File: src/fcc_pkg.sv
// Package: constants, states and register map of the flash charge control
package fcc_pkg;

	// Bus geometry
	localparam int          ADDR_W        = 8;
	localparam int          DATA_W        = 32;

	// Register byte offsets
	localparam logic [7:0]  OFS_CTRL      = 8'h00;
	localparam logic [7:0]  OFS_STATUS    = 8'h04;
	localparam logic [7:0]  OFS_IRQ_STAT  = 8'h08;
	localparam logic [7:0]  OFS_IRQ_MASK  = 8'h0C;
	localparam logic [7:0]  OFS_TRIM      = 8'h10;
	localparam logic [7:0]  OFS_UNLOCK    = 8'h14;

	// Control register fields
	localparam int          CTRL_PROG_BIT = 0;
	localparam int          CTRL_LOCK_BIT = 1;

	// Status register fields
	localparam int          ST_CHARGING   = 0;
	localparam int          ST_DONE       = 1;
	localparam int          ST_GATE_EN    = 2;
	localparam int          ST_PUMP_ON    = 3;
	localparam int          ST_UNLOCKED   = 4;
	localparam int          ST_FUSED      = 5;
	localparam int          ST_EOC_LSB    = 8;

	// Interrupt bits
	localparam int          IRQ_W         = 3;
	localparam int          IRQ_DONE      = 0;
	localparam int          IRQ_TIMEOUT   = 1;
	localparam int          IRQ_TRIMMED   = 2;

	// Trim code width and reset value
	localparam int          TRIM_W        = 5;
	localparam logic [4:0]  TRIM_RST      = 5'h10;

	// Unlock key value (arbitrary)
	localparam logic [31:0] UNLOCK_KEY    = 32'h7A5E_C3D1;

	// End of charge detections needed
	localparam logic [3:0]  EOC_COUNT     = 4'h8;

	// Clock and timing
	localparam int          CLK_MHZ       = 100;
	localparam int          OFF_NS        = 200;
	localparam int          OFF_CYC       = (OFF_NS * CLK_MHZ) / 1000;
	localparam int          TIMEOUT_S     = 20;
	localparam longint      TIMEOUT_CYC   = longint'(TIMEOUT_S) * 100_000_000;

	// Response codes
	localparam logic [1:0]  RESP_OKAY     = 2'h0;
	localparam logic [1:0]  RESP_SLVERR   = 2'h2;

	// Converter states, one-hot
	typedef enum logic [2:0] {
		CV_IDLE = 3'b001,
		CV_ON   = 3'b010,
		CV_OFF  = 3'b100
	} fcc_conv_t;

endpackage : fcc_pkg

File: src/fcc_top.sv
// Flash charge control: converter sequencing, done, gate and trim
`timescale 1ns/1ps

// What this block does
// - Charge request starts repeated switching cycles
// - Switch on until current limit, then off
// - Sample end-of-charge only during switch off
// - Eight threshold crossings pull completion low
// - Dropping request releases completion high
// - Gate driver off until pump reaches 4V
// - Trim programming only after unlock sequence
// - Unlocked trim writes code into OTP
// - Blown lock fuse forbids trim until reset
// - Each request restarts pump timeout timer
// - Timer stopped at reset, stops when expired
module fcc_top
	import fcc_pkg::*;
#(
	parameter logic [31:0] TIMEOUT = 32'(TIMEOUT_CYC)
) (
	// Clock and reset
	input  wire logic              mclk_in,
	input  wire logic              rstn_in,
	// Host pins
	input  wire logic              charge_request_in,
	input  wire logic              flash_fire_in,
	output logic                   charge_complete_n_out,
	output logic                   charge_complete_n_oe_out,
	// Analog interface
	input  wire logic              current_limit_in,
	input  wire logic              eoc_compare_in,
	input  wire logic              pump_good_in,
	output logic                   switch_on_out,
	output logic                   pump_enable_out,
	output logic                   switch_gate_drive_out,
	output logic [TRIM_W-1:0]      trim_code_out,
	// AXI4-Lite write address
	input  wire logic              s_axi_awvalid,
	output logic                   s_axi_awready,
	input  wire logic [ADDR_W-1:0] s_axi_awaddr,
	// AXI4-Lite write data
	input  wire logic              s_axi_wvalid,
	output logic                   s_axi_wready,
	input  wire logic [DATA_W-1:0] s_axi_wdata,
	input  wire logic [3:0]        s_axi_wstrb,
	// AXI4-Lite write response
	output logic                   s_axi_bvalid,
	input  wire logic              s_axi_bready,
	output logic [1:0]             s_axi_bresp,
	// AXI4-Lite read address
	input  wire logic              s_axi_arvalid,
	output logic                   s_axi_arready,
	input  wire logic [ADDR_W-1:0] s_axi_araddr,
	// AXI4-Lite read data
	output logic                   s_axi_rvalid,
	input  wire logic              s_axi_rready,
	output logic [DATA_W-1:0]      s_axi_rdata,
	output logic [1:0]             s_axi_rresp,
	// Interrupt
	output logic                   irq_out
);

	////////////////////////////////////////////////////////////////////
	// State
	typedef struct packed {
		fcc_conv_t          cv;        // Converter state
		logic [7:0]         off_cnt;   // Off-time counter
		logic [3:0]         eoc_cnt;   // Threshold crossings seen
		logic               done;      // Completion latched
		logic               req_q;     // Previous request level
		logic               gate;      // Gate drive register
		logic               unlocked;  // Trim unlocked
		logic               fused;     // Lock fuse blown
		logic [TRIM_W-1:0]  otp;       // Programmed trim code
		logic               otp_done;  // OTP written once
		logic [IRQ_W-1:0]   ist;       // Sticky interrupt status
		logic [IRQ_W-1:0]   imask;     // Interrupt mask
		logic               aw_got;    // Write address held
		logic [ADDR_W-1:0]  aw_addr;
		logic               w_got;     // Write data held
		logic [DATA_W-1:0]  w_data;
		logic [3:0]         w_strb;
		logic               bvalid;
		logic [1:0]         bresp;
		logic               rvalid;
		logic [DATA_W-1:0]  rdata;
		logic [1:0]         rresp;
	} fcc_state_t;

	fcc_state_t s_q, s_d;

	// Timer interface
	logic restart;                     // Request rising edge
	logic pump_on;                     // Timer running
	logic expire;                      // Timer expired pulse

	// Write handshake helpers
	logic wr_fire;                     // Write executes now
	logic [IRQ_W-1:0] ist_set;         // Events this cycle

	////////////////////////////////////////////////////////////////////
	// Read mux decode, used by read path
	function automatic logic [DATA_W+1:0] reg_read(
		input fcc_state_t   st,
		input logic [ADDR_W-1:0] a,
		input logic         pon
	);
		logic [DATA_W-1:0] d;
		logic [1:0]        r;
		d = '0;
		r = RESP_OKAY;
		case (a)
			OFS_CTRL: begin
				d[CTRL_LOCK_BIT] = st.fused;
			end
			OFS_STATUS: begin
				d[ST_CHARGING] = (st.cv != CV_IDLE);
				d[ST_DONE]     = st.done;
				d[ST_GATE_EN]  = pon & pump_good_in;
				d[ST_PUMP_ON]  = pon;
				d[ST_UNLOCKED] = st.unlocked;
				d[ST_FUSED]    = st.fused;
				d[ST_EOC_LSB +: 4] = st.eoc_cnt;
			end
			OFS_IRQ_STAT: begin
				d[IRQ_W-1:0] = st.ist;
			end
			OFS_IRQ_MASK: begin
				d[IRQ_W-1:0] = st.imask;
			end
			OFS_TRIM: begin
				d[TRIM_W-1:0] = st.otp;
			end
			OFS_UNLOCK: begin
				d = '0;
			end
			default: begin
				r = RESP_SLVERR;
			end
		endcase
		return {r, d};
	endfunction : reg_read

	////////////////////////////////////////////////////////////////////
	// Inactivity timer for the charge pump
	fcc_timer #(
		.TIMEOUT     (TIMEOUT)
	) u_timer (
		.mclk_in     (mclk_in),
		.rstn_in     (rstn_in),
		.restart_in  (restart),
		.pump_on_out (pump_on),
		.expire_out  (expire)
	);

	// Restart on each rising request
	assign restart = charge_request_in & ~s_q.req_q;

	// A write executes once address and data are both held
	assign wr_fire = s_q.aw_got & s_q.w_got & ~s_q.bvalid;

	////////////////////////////////////////////////////////////////////
	// Next-state logic
	always_comb begin
		logic [DATA_W+1:0] rd;
		rd       = '0;
		s_d      = s_q;
		ist_set  = '0;
		s_d.req_q = charge_request_in;

		// Converter sequencing
		case (s_q.cv)
			CV_IDLE: begin
				if (charge_request_in && !s_q.done) begin
					s_d.cv = CV_ON;
				end
			end
			CV_ON: begin
				if (!charge_request_in) begin
					s_d.cv = CV_IDLE;
				end else if (current_limit_in) begin
					s_d.cv      = CV_OFF;
					s_d.off_cnt = '0;
				end
			end
			CV_OFF: begin
				if (!charge_request_in) begin
					s_d.cv = CV_IDLE;
				end else if (s_q.off_cnt ==
					8'(OFF_CYC - 1)) begin
					// Sample threshold only in off time
					if (eoc_compare_in) begin
						if (s_q.eoc_cnt == EOC_COUNT - 4'h1) begin
							s_d.done = 1'b1;
							s_d.cv   = CV_IDLE;
							ist_set[IRQ_DONE] = 1'b1;
						end
						s_d.eoc_cnt = s_q.eoc_cnt + 4'h1;
					end
					if (s_d.cv != CV_IDLE) begin
						s_d.cv = CV_ON;
					end
				end else begin
					s_d.off_cnt = s_q.off_cnt + 8'h1;
				end
			end
			default: begin
				s_d.cv = CV_IDLE;
			end
		endcase

		// Request low releases completion and restarts counting
		if (!charge_request_in) begin
			s_d.done    = 1'b0;
			s_d.eoc_cnt = '0;
		end

		// Gate follows fire only while enabled
		s_d.gate = pump_on & pump_good_in & flash_fire_in;

		if (expire) begin
			ist_set[IRQ_TIMEOUT] = 1'b1;
		end

		// Write channel capture
		if (s_axi_awvalid && !s_q.aw_got) begin
			s_d.aw_got  = 1'b1;
			s_d.aw_addr = s_axi_awaddr;
		end
		if (s_axi_wvalid && !s_q.w_got) begin
			s_d.w_got  = 1'b1;
			s_d.w_data = s_axi_wdata;
			s_d.w_strb = s_axi_wstrb;
		end

		// Write execution
		if (wr_fire) begin
			s_d.bvalid = 1'b1;
			s_d.bresp  = RESP_OKAY;
			case (s_q.aw_addr)
				OFS_CTRL: begin
					if (s_q.w_strb[0]) begin
						if (s_q.w_data[CTRL_PROG_BIT] &&
							s_q.unlocked && !s_q.otp_done) begin
							s_d.otp_done = 1'b1;
							ist_set[IRQ_TRIMMED] = 1'b1;
						end
						if (s_q.w_data[CTRL_LOCK_BIT] &&
							s_q.unlocked) begin
							s_d.fused    = 1'b1;
							s_d.unlocked = 1'b0;
						end
					end
				end
				OFS_IRQ_STAT: begin
					if (s_q.w_strb[0]) begin
						s_d.ist = s_q.ist & ~s_q.w_data[IRQ_W-1:0];
					end
				end
				OFS_IRQ_MASK: begin
					if (s_q.w_strb[0]) begin
						s_d.imask = s_q.w_data[IRQ_W-1:0];
					end
				end
				OFS_TRIM: begin
					// Code accepted only while unlocked
					if (s_q.w_strb[0] && s_q.unlocked &&
						!s_q.otp_done) begin
						s_d.otp = s_q.w_data[TRIM_W-1:0];
					end
				end
				OFS_UNLOCK: begin
					if (s_q.w_strb == 4'hF && !s_q.fused) begin
						s_d.unlocked =
							(s_q.w_data == UNLOCK_KEY);
					end
				end
				OFS_STATUS: begin
					s_d.bresp = RESP_OKAY;
				end
				default: begin
					s_d.bresp = RESP_SLVERR;
				end
			endcase
		end
		if (s_q.bvalid && s_axi_bready) begin
			s_d.bvalid = 1'b0;
			s_d.aw_got = 1'b0;
			s_d.w_got  = 1'b0;
		end

		// Events win over clears
		s_d.ist = s_d.ist | ist_set;

		// Read channel
		if (s_axi_arvalid && !s_q.rvalid) begin
			rd        = reg_read(s_q, s_axi_araddr, pump_on);
			s_d.rvalid = 1'b1;
			s_d.rdata  = rd[DATA_W-1:0];
			s_d.rresp  = rd[DATA_W+1:DATA_W];
		end else if (s_q.rvalid && s_axi_rready) begin
			s_d.rvalid = 1'b0;
		end
	end

	////////////////////////////////////////////////////////////////////
	// Registers
	always_ff @(posedge mclk_in or negedge rstn_in) begin
		if (!rstn_in) begin
			s_q       <= '0;
			s_q.cv    <= CV_IDLE;
			s_q.otp   <= TRIM_RST;
		end else begin
			s_q <= s_d;
		end
	end

	////////////////////////////////////////////////////////////////////
	// Outputs
	assign switch_on_out            = (s_q.cv == CV_ON);
	assign charge_complete_n_out    = 1'b0;
	assign charge_complete_n_oe_out = s_q.done;
	assign pump_enable_out          = pump_on;
	assign switch_gate_drive_out    = s_q.gate;
	assign trim_code_out            = s_q.otp;
	assign irq_out                  = |(s_q.ist & s_q.imask);

	// Bus handshakes
	assign s_axi_awready = ~s_q.aw_got;
	assign s_axi_wready  = ~s_q.w_got;
	assign s_axi_bvalid  = s_q.bvalid;
	assign s_axi_bresp   = s_q.bresp;
	assign s_axi_arready = ~s_q.rvalid;
	assign s_axi_rvalid  = s_q.rvalid;
	assign s_axi_rdata   = s_q.rdata;
	assign s_axi_rresp   = s_q.rresp;

	////////////////////////////////////////////////////////////////////
	// Checks
	chk_start_on_req: assert property (@(posedge mclk_in)
		disable iff (!rstn_in)
		(s_q.cv == CV_IDLE && charge_request_in && !s_q.done)
		|=> s_q.cv == CV_ON)
		else $error("charge request did not start switching");

	chk_limit_ends_on: assert property (@(posedge mclk_in)
		disable iff (!rstn_in)
		(switch_on_out && current_limit_in && charge_request_in)
		|=> !switch_on_out ##1 !switch_on_out)
		else $error("switch stayed on past current limit");

	chk_count_in_off: assert property (@(posedge mclk_in)
		disable iff (!rstn_in)
		($past(s_q.cv) != CV_OFF && charge_request_in &&
		$past(charge_request_in))
		|-> s_q.eoc_cnt == $past(s_q.eoc_cnt))
		else $error("threshold counted outside off time");

	chk_done_at_eight: assert property (@(posedge mclk_in)
		disable iff (!rstn_in)
		$rose(s_q.done) |-> $past(s_q.eoc_cnt) == EOC_COUNT - 4'h1)
		else $error("completion not at eighth crossing");

	chk_done_release: assert property (@(posedge mclk_in)
		disable iff (!rstn_in)
		(s_q.done && !charge_request_in) |=> !charge_complete_n_oe_out)
		else $error("completion not released");

	chk_gate_gated: assert property (@(posedge mclk_in)
		disable iff (!rstn_in)
		switch_gate_drive_out |-> $past(pump_on) && $past(pump_good_in))
		else $error("gate driven without pump");

	chk_gate_follow: assert property (@(posedge mclk_in)
		disable iff (!rstn_in)
		(pump_on && pump_good_in && flash_fire_in)
		|=> switch_gate_drive_out)
		else $error("gate does not follow fire");

	chk_trim_locked: assert property (@(posedge mclk_in)
		disable iff (!rstn_in)
		!s_q.unlocked |=> s_q.otp == $past(s_q.otp))
		else $error("trim changed while locked");

	chk_fuse_blocks: assert property (@(posedge mclk_in)
		disable iff (!rstn_in)
		s_q.fused |=> (s_q.fused && !s_q.unlocked))
		else $error("trim mode entered after fuse");

	chk_idle_no_sw: assert property (@(posedge mclk_in)
		disable iff (!rstn_in)
		!charge_request_in |=> !switch_on_out)
		else $error("switching without request");

endmodule : fcc_top

File: src/fcc_timer.sv
// Charge pump inactivity timeout timer
`timescale 1ns/1ps
module fcc_timer
	import fcc_pkg::*;
#(
	parameter logic [31:0] TIMEOUT = 32'(TIMEOUT_CYC)
) (
	// Clock and reset
	input  wire logic mclk_in,
	input  wire logic rstn_in,
	// Control
	input  wire logic restart_in,
	// Status
	output logic      pump_on_out,
	output logic      expire_out
);

	// Timer state
	typedef struct packed {
		logic [31:0] cnt;
		logic        run;
		logic        exp;
	} fcc_tmr_t;

	fcc_tmr_t s_q, s_d;

	////////////////////////////////////////////////////////////////////
	// Next state: restart on request, stop on expiry
	always_comb begin
		s_d     = s_q;
		s_d.exp = 1'b0;
		if (restart_in) begin
			s_d.run = 1'b1;
			s_d.cnt = '0;
		end else if (s_q.run) begin
			if (s_q.cnt >= TIMEOUT - 32'h1) begin
				s_d.run = 1'b0;
				s_d.exp = 1'b1;
			end else begin
				s_d.cnt = s_q.cnt + 32'h1;
			end
		end
	end

	// Registers; held stopped after reset
	always_ff @(posedge mclk_in or negedge rstn_in) begin
		if (!rstn_in) begin
			s_q <= '0;
		end else begin
			s_q <= s_d;
		end
	end

	// Outputs
	assign pump_on_out = s_q.run;
	assign expire_out  = s_q.exp;

	// Stopped timer stays stopped without a restart
	chk_timer_stays_off: assert property (@(posedge mclk_in)
		disable iff (!rstn_in)
		(!s_q.run && !restart_in) |=> !s_q.run)
		else $error("timer ran without restart");

	// Restart starts the pump
	chk_restart_runs: assert property (@(posedge mclk_in)
		disable iff (!rstn_in)
		restart_in |=> (s_q.run && s_q.cnt == 32'h0))
		else $error("restart did not reload timer");

endmodule : fcc_timer

File: config.mk
export PLATFORM = sky130hd
export DESIGN_NAME = fcc_top
export DESIGN_NICKNAME = d
export VERILOG_FILES = /design/src/fcc_pkg.sv /design/src/fcc_top.sv /design/src/fcc_timer.sv
export SDC_FILE = /design/constraint.sdc
export NUM_CORES = 1
export LEC_CHECK = 0
export BUFFER_PORTS_ARGS = -buffer_cell sky130_fd_sc_hd__buf_2
export CAP_MARGIN = 10
export CORE_MARGIN = 2
export CORE_UTILIZATION = 50
export CTS_BUF_LIST = sky130_fd_sc_hd__clkbuf_8
export CTS_CLUSTER_DIAMETER = 100
export DETAILED_ROUTE_END_ITERATION = 16
export GPL_TIMING_DRIVEN = 1
export PLACE_DENSITY = 0.75
export RECOVER_POWER = 25
export SLEW_MARGIN = 0
export SYNTH_ARGS = -nofsm -noshare
export SYNTH_HDL_FRONTEND = slang
export SYNTH_SLANG_ARGS = --single-unit
File: constraint.sdc
create_clock -name mclk_in -period 2.4 [get_ports mclk_in]
set_input_delay 0.24 -clock mclk_in [delete_from_list [all_inputs] [get_ports mclk_in]]
set_output_delay 0.24 -clock mclk_in [all_outputs]
set_load 0.005 [all_outputs]
==> Word level (Yosys, flattened, before mapping) <==
Index checks and enable logic that the tools add are counted.
{ "totals": {"out_inout_bits": 52, "ff_bits": 128, "inputBits": 64, "word_cells": 178} }
{ "classes": {"order_cmp": 1, "bitwise_logic": 14, "mux": 61, "eq_ne": 34, "reduce_logical": 40, "add_sub_neg": 3} }
{ "ops": {"columns": ["op", "n"], "rows": [
  ["$mux W3", 15],
  ["$eq A8 B5 Y1 const B", 5],
  ["$mux W37", 1],
  ["$mux W34", 1],
  ["$mux W33", 1],
  ["$add A32 B1 Y32 const B", 1],
  ["$eq A32 B31 Y1 const B", 1],
  ["$eq A8 B4 Y1 const B", 4],
  ["$ge A32 B31 Y1 const B", 1],
  ["$mux W32", 1],
  ["$mux W5", 4],
  ["$mux W1", 19],
  ["$ne A2 B2 Y1 const B", 9],
  ["$eq A8 B3 Y1 const B", 2],
  ["$logic_not A8 Y1", 2],
  ["$mux W8", 2],
  ["$pmux W8 S2", 1],
  ["$reduce_bool A2 Y1", 7],
  ["$mux W13", 1],
  ["$logic_and A1 B1 Y1", 12],
  ["$reduce_and A3 Y1", 4],
  ["$reduce_and A4 Y1", 3],
  ["$reduce_or A6 Y1", 2],
  ["$mux W11", 1],
  ["28 further kinds", 53]
]} }

==> Logic depth before layout (Yosys ltp) <==
Gate-level depths: netlist (run 1).
{ "depth": {"word_depth": 11, "depth_mapped": 8, "depth_no_buf": 6} }

==> Modules after synthesis <==
Synthesis (run 1) repeated with hierarchy kept, for this count alone.
{ "hier_totals": {"hier_cells": 572, "area_unflattened_um2": 6257.3} }
{ "modules_own_cells": {"columns": ["mod", "area_per_inst_um2", "seq_area_each_um2", "n_inst", "cells_each"], "rows": [
  ["fcc_top", 4449.3, 2304.7, 1, 376],
  ["fcc_timer", 1808.0, 850.8, 1, 196]
]} }

==> Worst setup path before layout (run 1) <==
Ideal clock, no wire load.
{ "synth_path": {"path_kind": "register to register", "start": "reg u_timer.s_q[24] (netlist bit)", "end": "reg u_timer.s_q[5] (netlist bit)", "synth_period_minus_slack_ps": 2043, "required_time_ps": 2322, "n_path_buf": 1, "path_stages_with_launch": 7, "slack_ps": 357, "setup_time_ps": 78, "arrival_ps": 1965, "path_cell_list": "dfrtp_1 -> or3_4 -> a221oi_4 -> o21ai_2 -> buf_6 -> or4_1 -> a21oi_1"} }
{ "synth_between": {"elab_chain_len": 3} }
{ "synth_rtl": {"columns": ["item", "line_no", "text"], "rows": [
  ["start, declared", "fcc_timer.sv:25", "fcc_tmr_t s_q, s_d;"],
  ["start signal, assigned", "fcc_timer.sv:48", "s_q <= '0;"],
  ["start signal, assigned", "fcc_timer.sv:50", "s_q <= s_d;"],
  ["$ge A32 B31 Y1", "fcc_timer.sv:36", "if (s_q.cnt >= TIMEOUT - 32'h1) begin"],
  ["$ne A2 B2 Y1 (no source line)", null, null],
  ["$reduce_and A2 Y1 (no source line)", null, null]
]} }
No other way between the ends.
A chain may end at the register's enable or synchronous reset.

==> Worst setup path after layout (run 1) <==
{ "layout_path": {"start": "reg u_timer.s_q[24] (netlist bit)", "end": "reg u_timer.s_q[6] (netlist bit)"} }
The elaborated chain is that of the path after synthesis.

==> results.sh, run 1 <==
export IMPL_regToRegStartpoint="u_timer.s_q[24]"
export IMPL_io_buffer_count=90
export IMPL_ant_nets=0
export IMPL_r2r_cells=5
export IMPL_nNetsFinal=758
export IMPL_setup_viol=0
export IMPL_cts_max_level=4
export IMPL_clock_sinks=126
export IMPL_grt_usage_pct=20.40
export IMPL_synth_top_area_share_pct=48.30
export IMPL_post_cts_buffers=0
export IMPL_clk_path_buf_depth=2
export IMPL_synthCells=604
export IMPL_critPathArrivalTime_ps=2590
export IMPL_synth_edff_count=0
export IMPL_path_max_fanout=28
export IMPL_layout_common_cells="dfrtp_1 (124), buf_2 (88), mux2_2 (55), nand2_1 (54), o21ai_0 (37)"
export IMPL_async_reset_ff_share_pct=100.0
export IMPL_fp_row_count=41
export IMPL_drt_total_wl_um=13420
export IMPL_min_period_over_period_pct=92.92
export IMPL_antenna_found_initial=0
export IMPL_synth_warning_count=0
export IMPL_tns_ps=0
export IMPL_critPathKind="reg -> reg"
export IMPL_cp_end_kind="flip-flop"
export IMPL_ys_ff_latch=126
export IMPL_whs_ps=30.27
export IMPL_p_per_area_nw_per_um2=828.9
export IMPL_min_from="s_axi_wdata[6]"
export IMPL_holdPathStages=2
export IMPL_rrSetupSlack_ps=170
export IMPL_timing_rr_end="u_timer.s_q[6]"
export IMPL_cts_root_buf="clkbuf_8"
export IMPL_hold_path_class="in -> reg"
export IMPL_dp_cells=839
export IMPL_leakage_nw=3.327
export IMPL_grt_pass1_wl_um=23150
export IMPL_cts_buffers=17
export IMPL_required_ps=2760
export IMPL_overflow=0
export IMPL_wl_per_cell_um=15.32
export IMPL_fmax_ghz=0.4484
export IMPL_num_vias=4857
export IMPL_synth_ff_type="dfrtp_1"
export IMPL_core_area_um2=12570
export IMPL_cts_tree="yes"
export IMPL_rsz0062_at_grt="no"
export IMPL_grt_max_degree=58
export IMPL_die_x_um=117.4
export IMPL_cap_viol_max_count=0
export IMPL_clk_latency_ps=440
export IMPL_layout_commonest_cell="dfrtp_1"
export IMPL_dp_hpwl_um=9591
export IMPL_io_pins=116
export IMPL_status="finished, final reports clean"
export IMPL_dr_pass1_iters=5
export IMPL_netlist_area_um2=6425
export IMPL_drive_gt1_share_pct=28.98
export IMPL_synth_area_leaders="dfrtp_1 (48%), mux2_2 (9.6%), buf_4 (5.0%), nand2_1 (3.2%), o21ai_0 (2.9%)"
export IMPL_vdd_drop_max_uv=748.7
export IMPL_routabilityCongestion=0.8349
export IMPL_synthToLayoutAreaGrowth_pct=13.94
export IMPL_fin_crit_ps=2230
export IMPL_finalHoldViolCount=0
export IMPL_antenna_cells=0
export IMPL_clkTransAtPathRegs_ps=70
export IMPL_viasPerCell=5.545
export IMPL_fin_cells=876
export IMPL_drt_iter0_drc=203
export IMPL_startpoint_type="flip-flop"
export IMPL_die_h_um=117.4
export IMPL_slew_viol_final=0
export IMPL_synth_cell_types=68
export IMPL_initial_utilization_pct=51.12
export IMPL_finClkSkew_ps=8.021
export IMPL_dieArea_um2=13770
export IMPL_maxSlewHeadroom_pct=27.67
export IMPL_yosysSeqAreaShare_pct=49.11
export IMPL_whs_endpoint="s_q[48]"
export IMPL_tightest_slew_ps=1085
export IMPL_yosys_area_top_type="dfrtp_1"
export IMPL_drc=0
export IMPL_grt_pass1_vias=4868
export IMPL_avgSynthCellArea_um2=10.64
[final cells by class]
| class | count | area (um^2) |
|---|---|---|
| Multi-Input combinational cell | 423 | 2888 |
| Tap cell | 172 | 215.2 |
| Fill cell | 1081 | 5248 |
| Inverter | 15 | 56.30 |
| Clock buffer | 18 | 247.7 |
| Sequential cell | 126 | 3156 |
| Clock inverter | 14 | 167.7 |
| Timing Repair Buffer | 108 | 590.6 |
[worst max-delay path: stages, from the launching register on]
cell and delay [ps]:
dfrtp_1 430, or2_2 310, nor4_1 440, o211a_2 580, or3_1 210, mux2i_1 180
[worst max path at each step]
stage                               start               to  slack (ps)  cells past startpoint
after CTS                 u_timer.s_q[24]   u_timer.s_q[6]          80                      5
after global routing      u_timer.s_q[26]  u_timer.s_q[24]          30                      6
after floorplan           u_timer.s_q[24]   u_timer.s_q[5]         360                      6
after global placement     u_timer.s_q[6]   u_timer.s_q[6]         200                      5
after detailed placement  u_timer.s_q[24]   u_timer.s_q[6]         120                      5
final                     u_timer.s_q[24]   u_timer.s_q[6]         170                      5
[power by group]
part,internal [mW],switching (mW),total (mW)
sequential,2.63,0.417,3.05
clock,1.05,0.865,1.92
combinational,0.630,0.469,1.10
[Yosys cell counts, types with 4 or more instances]
master      n
nor4_1      9
dfrtp_1   124
nand3_1    18
and2_1      8
a31oi_1     5
buf_1       4
and4b_1     4
and3_1      8
nand4_1    11
buf_4      43
a41o_1      4
a21oi_1    27
nand4b_1    4
nand2_1    54
mux2i_1     5
nor2_1     18
or3_1       8
inv_1      15
and4_1      5
or4_1      13
nor2b_1    11
clkbuf_1   14
mux2_2     55
o31ai_1    15
o21ai_0    37
nor3_1      6
nand2b_1   13
[sequential cells by signal (all words and copies together) (netlist names)]
name,cells
switch_gate_drive_out,1
s_q,71
s_axi_bvalid,1
charge_complete_n_oe_out,1
s_axi_rresp,1
u_timer.pump_on_out,1
u_timer.s_q,32
s_axi_rdata,10
trim_code_out,5
s_axi_rvalid,1
u_timer.expire_out,1
s_axi_bresp,1
[per-layer routing]
metal | vias up | track usage [%] | part of all wire, %
li1 | 2339 | - | -
met1 | 2371 | 25.73 | 44
met2 | 123 | 32.60 | 48
met3 | 24 | 6.274 | 6.0
met4 | 0 | 8.735 | 2.0
met5 | - | 0 | 0
[logic make-up (layout without fill, tap and decap cells)]
logic type	Yosys count	in the layout	share of synthesized area, %
buffers and inverters	79	155	7.380
other	1	25	0.05837
XOR/XNOR	4	4	0.5454
AO/OA/AOI/OAI	123	123	12.78
AND/OR/NAND/NOR	208	208	19.12
multiplexers	60	60	10.42
flip-flops	126	126	49.11
adder cells (fa/ha/maj)	3	3	0.5843
[through the flow]
stage / setup slack [ps] / instance area (um^2) / power, mW / utilization [%]
finish: 170.0 / 7321 / 6.068 / 58.25
global route: 29.04 / 7321 / 6.415 / 58.25
CTS: 83.62 / 7333 / 6.121 / 58.35
floorplan: 356.9 / 6515 / 3.811 / -
detailed placement: 117.8 / 6878 / 4.181 / 54.72
global placement: 199.7 / 6878 / 4.069 / 54.72
[what timing repair did]
item / CTS / global route
resized for setup: 0 / 1
hold buffers: 4 / 1
hold endpoints to repair: 44 / 1
setup endpoints to repair: 0 / 3
Note: power is estimated with default switching activity, not from simulation.
==> inputs of run 2 (changes only) <==
Settings changed: CORE_MARGIN 2 to unset, CTS_BUF_LIST sky130_fd_sc_hd__clkbuf_8 to unset.
==> run 2 against run 1 <==
Against the previous run: sequential share of layout area decreased by 1.1 points; clock skew rose by 2.6 ps; critical path depth increased by 1; global-route usage grew 1.5 points; cell area increased by 2.6%; setup slack worse by 4.2 ps; total power up 12%; wire length up 2.8%; sequential power barely moved; final cell count unchanged; critical path type unchanged; largest cell class unchanged; largest power group unchanged.
==> results.sh, run 2 (synthesized netlist as in run 1, its figures left out) <==
export IMPL_cts_hold_fix_buffers=2
export IMPL_dieArea_um2=13310
export IMPL_grt_max_degree=56
export IMPL_final_core_util_pct=59.76
export IMPL_die_x_um=115.4
export IMPL_setup_viol=0
export IMPL_fp_row_count=41
export IMPL_fin_crit_ps=2234
export IMPL_slew_viol_final=0
export IMPL_fmax_ghz=0.4476
export IMPL_required_ps=2740
export IMPL_routabilityCongestion=0.8620
export IMPL_cap_viol_max_count=0
export IMPL_io_pins=116
export IMPL_drive_gt1_share_pct=29.40
export IMPL_grt_usage_pct=21.94
export IMPL_cts_max_level=4
export IMPL_dp_cells=842
export IMPL_fin_cells=876
export IMPL_clkTransAtPathRegs_ps=60
export IMPL_wl_per_cell_um=15.75
export IMPL_min_period_over_period_pct=93.09
export IMPL_synthToLayoutAreaGrowth_pct=16.90
export IMPL_post_cts_buffers=0
export IMPL_largest_reg_flops=71
export IMPL_initial_utilization_pct=51.12
export IMPL_finClkSkew_ps=10.63
export IMPL_cts_resized=0
export IMPL_path_max_fanout=9
export IMPL_cts_tree="yes"
export IMPL_antenna_cells=0
export IMPL_finalHoldViolCount=0
export IMPL_die_h_um=115.4
export IMPL_rsz0062_at_grt="no"
export IMPL_hold_path_class="in -> reg"
export IMPL_p_per_area_nw_per_um2=906.4
export IMPL_core_area_um2=12570
export IMPL_drt_total_wl_um=13800
export IMPL_maxSlewHeadroom_pct=42.67
export IMPL_tns_ps=0
export IMPL_viasPerCell=5.615
export IMPL_ant_nets=0
export IMPL_antenna_found_initial=0
export IMPL_grt_pass1_wl_um=22620
export IMPL_cts_buffers=17
export IMPL_layout_common_cells="dfrtp_1 (124), buf_2 (88), mux2_2 (55), nand2_1 (54), o21ai_0 (37)"
export IMPL_cp_end_kind="flip-flop"
export IMPL_drc=0
export IMPL_critPathKind="reg -> reg"
export IMPL_nNetsFinal=758
export IMPL_critPathArrivalTime_ps=2570
export IMPL_clock_sinks=126
export IMPL_drt_iter0_drc=221
export IMPL_tightest_slew_ps=860.0
export IMPL_vdd_drop_max_uv=744.6
export IMPL_dp_hpwl_um=9513
export IMPL_grt_pass1_vias=4681
export IMPL_crit_path_top_delay_cell="or4_1"
export IMPL_crit_chain="and3_1 > a31oi_2 > o21ai_2 > buf_4 > or4_1 > a21oi_1"
export IMPL_cts_root_buf="clkbuf_16"
export IMPL_status="finished, final reports clean"
export IMPL_clk_path_buf_depth=2
export IMPL_regMostFlops="s_q"
export IMPL_dr_pass1_iters=4
export IMPL_leakage_nw=3.441
export IMPL_io_buffer_count=90
export IMPL_overflow=0
export IMPL_layout_commonest_cell="dfrtp_1"
export IMPL_num_vias=4919
export IMPL_clk_latency_ps=420
export IMPL_critPathMaxStageDelay_ps=540
export IMPL_startpoint_type="flip-flop"
[run 2: cell type report]
type | count | area, um^2
sequential | 126 | 3156
multi-input combinational | 423 | 2888
inverter | 15 | 56.30
tap | 172 | 215.2
timing repair buffer | 108 | 585.6
fill | 1059 | 5057
clock buffer | 18 | 429.2
clock inverter | 14 | 181.4
[run 2: metrics by stage]
step,instance area (um^2),total power [mW],hold slack [ps],setup WS [ps]
floorplan,6515,3.811,-55.59,356.9
global placement,6900,4.072,219.7,294.7
detailed placement,6900,4.179,223.4,213.7
CTS,7531,6.860,3.680,183.8
global route,7511,7.142,13.95,38.60
finish,7511,6.808,22.20,165.8
[run 2: where the power goes]
group | switching (mW) | internal [mW] | leakage (nW)
sequential | 0.423 | 2.64 | 1.62
combinational | 0.470 | 0.628 | 1.53
clock | 0.995 | 1.65 | 0.297
[run 2: worst max-delay path: cells and delay by family (launching register included)]
kind / cells / cell delay (ps)
AND/OR/NAND/NOR: 2 / 820
buffers and inverters: 1 / 200
flip-flops: 1 / 430
AO/OA/AOI/OAI: 3 / 720
[run 2: path summary, 6_finish.rpt]
| kind | start | endpoint | slack (ps) | cells past startpoint |
|---|---|---|---|---|
| worst max-delay path | u_timer.s_q[26] | u_timer.s_q[5] | 170 | 6 |
| worst min-delay path | s_axi_bready | s_q[83] | 20 | 2 |
| worst max register to register | u_timer.s_q[26] | u_timer.s_q[5] | 170 | 6 |
| worst min register to register | u_timer.expire_out | s_q[88] | 450 | 1 |
| max in group asynchronous | rstn_in | u_timer.s_q[17] | 590 | 3 |
| min in group asynchronous | rstn_in | s_q[80] | 470 | 2 |
[run 2: routing by layer]
metal  routed length [um]  GRT usage, %  up-vias
met5                    0             0        -
met4                  198         10.65        0
met3                  710         5.430       22
met2                 6782         34.17      135
met1                 6105         28.72     2422
li1                     -             -     2340
==> inputs of run 3 (changes only) <==
Settings changed: CTS_BUF_LIST set to sky130_fd_sc_hd__clkbuf_4 sky130_fd_sc_hd__clkbuf_8 sky130_fd_sc_hd__clkbuf_16, CTS_CLUSTER_DIAMETER 100 to unset.
Clock period 2.4 ns to 2.5 ns, I/O delays scaled along.
==> run 3 against run 2 <==
Against the previous run: first-iteration DRC count up 32%; largest cell class unchanged; via count decreased by 0.18%; highest routed layer unchanged; final cell count down 0.68%; count of clock-buffer cells in the layout unchanged; critical endpoint is now u_timer.s_q[19].
==> results.sh, run 3 (synthesized netlist as in run 1, its figures left out) <==
export IMPL_layout_common_cells="dfrtp_1 (124), buf_2 (88), mux2_2 (55), nand2_1 (54), o21ai_0 (37)"
export IMPL_rrSetupSlack_ps=270
export IMPL_cts_root_buf="clkbuf_16"
export IMPL_tns_ps=0
export IMPL_grt_max_degree=52
export IMPL_clk_latency_ps=420
export IMPL_timing_rr_end="u_timer.s_q[19]"
export IMPL_swShare_pct=27.10
export IMPL_final_core_util_pct=59.50
export IMPL_synthToLayoutAreaGrowth_pct=16.40
export IMPL_maxSlewHeadroom_pct=35.96
export IMPL_die_h_um=115.4
export IMPL_clk_path_buf_depth=2
export IMPL_path_max_fanout=12
export IMPL_antenna_cells=0
export IMPL_fin_crit_ps=2230
export IMPL_largest_reg_flops=71
export IMPL_cap_viol_max_count=0
export IMPL_num_vias=4910
export IMPL_overflow=0
export IMPL_leakage_nw=3.397
export IMPL_vdd_drop_max_uv=582.7
export IMPL_die_x_um=115.4
export IMPL_p_clk_share_pct=38.7
export IMPL_slew_viol_final=0
export IMPL_finalHoldViolCount=0
export IMPL_min_from="s_axi_bready"
export IMPL_post_cts_buffers=0
export IMPL_switchingPower_mw=1.757
export IMPL_routabilityCongestion=0.8207
export IMPL_layout_commonest_cell="dfrtp_1"
export IMPL_p_per_area_nw_per_um2=866.9
export IMPL_cts_tree="yes"
export IMPL_ant_nets=0
export IMPL_placed_cell_area_um2=6875
export IMPL_nNetsFinal=753
export IMPL_crit_chain="or3_4 > a221oi_4 > buf_4 > o211ai_2 > or4_1 > a21oi_1"
export IMPL_whs_ps=33.32
export IMPL_cp_top_family="simple AND/OR/NAND/NOR gates"
export IMPL_cts_buffers=17
export IMPL_status="finished, final reports clean"
export IMPL_fmax_ghz=0.4483
export IMPL_critPathKind="reg -> reg"
export IMPL_grt_pass1_vias=4735
export IMPL_finClkSkew_ps=5.325
export IMPL_cp_end_kind="flip-flop"
export IMPL_multiInputGateArea_um2=2888
export IMPL_drc=0
export IMPL_rsz0062_at_grt="no"
export IMPL_setup_worst_path_start="u_timer.s_q[24]"
export IMPL_drt_iter0_drc=292
export IMPL_pwr_share_comb_pct=16.2
export IMPL_startpoint_type="flip-flop"
export IMPL_setup_viol=0
export IMPL_initial_utilization_pct=51.12
export IMPL_grt_usage_pct=21.46
export IMPL_crit_path_top_delay_cell="or4_1"
export IMPL_cts_max_level=4
export IMPL_tightest_slew_ps=960.6
export IMPL_regArea_um2=3156
export IMPL_dr_pass1_iters=5
export IMPL_intPower_mw=4.726
export IMPL_regToRegStartpoint="u_timer.s_q[24]"
export IMPL_core_area_um2=12570
export IMPL_clkTransAtPathRegs_ps=50
export IMPL_grt_pass1_wl_um=22370
export IMPL_dp_slack_ps=208.8
export IMPL_io_pins=116
export IMPL_fillers=1018
export IMPL_antenna_found_initial=0
export IMPL_critPathMaxStageDelay_ps=550
export IMPL_io_buffer_count=90
export IMPL_wl_per_cell_um=15.36
export IMPL_seq_power_share_pct=45.1
export IMPL_regMostFlops="s_q"
export IMPL_hold_path_class="in -> reg"
export IMPL_fin_ws_ps=269.6
export IMPL_crit_cells=6
export IMPL_dieArea_um2=13310
export IMPL_r2r_cells=6
export IMPL_min_period_over_period_pct=89.22
export IMPL_required_ps=2840
export IMPL_viasPerCell=5.644
export IMPL_endpoint="u_timer.s_q[19]"
export IMPL_clock_sinks=126
export IMPL_finalInstanceArea_um2=7478
export IMPL_drt_total_wl_um=13370
export IMPL_critical_path_buf_inv_count=1
export IMPL_dp_hpwl_um=9300
export IMPL_drive_gt1_share_pct=29.23
export IMPL_critPathArrivalTime_ps=2570
export IMPL_fp_row_count=41
run 3: metrics by stage:
| stage | power, mW | std cells |
|---|---|---|
| 2_1_floorplan | 3.658 | 628 |
| 3_3_place_gp | 3.905 | 837 |
| 3_5_place_dp | 4.012 | 837 |
| 4_1_cts | 6.532 | 870 |
| 5_1_grt | 6.807 | 870 |
| 6_report | 6.483 | 870 |
run 3: what timing repair did:
item,CTS,global route
endpoints found under the hold margin,38,0
endpoints found under the setup margin,0,3
gates resized for setup,0,1
hold buffers,2,0
run 3: routing by layer:
| metal | part of all wire [%] | global-route usage [%] | vias to the layer above |
|---|---|---|---|
| met2 | 49 | 34.21 | 146 |
| met3 | 5.7 | 6.168 | 18 |
| met1 | 43 | 27.26 | 2423 |
| li1 | - | - | 2323 |
| met4 | 1.8 | 9.351 | 0 |
| met5 | 0 | 0 | - |
run 3: worst reg2reg max path, cell delays in order, from the launching register on:
cell      delay (ps)
dfrtp_1          430
or3_4            410
a221oi_4         220
buf_4            190
o211ai_2         200
or4_1            550
a21oi_1          160
run 3: worst min-delay path by stage:
| stage | depth (start not counted) | to |
|---|---|---|
| 3_5_place_dp | 1 | s_q[74] |
| 6_report | 2 | s_q[83] |
| 5_1_grt | 2 | s_q[83] |
| 2_1_floorplan | 0 | charge_complete_n_oe_out |
| 3_3_place_gp | 1 | s_q[83] |
| 4_1_cts | 2 | s_q[83] |
run 3: final cells by class:
type | count | share of cell area, %
Inverter | 15 | 0.7529
Multi-Input combinational cell | 423 | 38.61
Timing Repair Buffer | 103 | 7.512
Sequential cell | 126 | 42.20
Clock inverter | 13 | 2.175
Tap cell | 172 | 2.878
Clock buffer | 18 | 5.873
run 3: power by group through the flow:
stage                     clock [mW]  sequential [mW]  combinational [mW]
after global placement             0             2.90                1.00
after CTS                       2.54             2.92                1.07
after floorplan                    0             2.82               0.838
final                           2.51             2.93                1.05
after detailed placement           0             2.95                1.06
after global routing            2.64             3.00                1.17
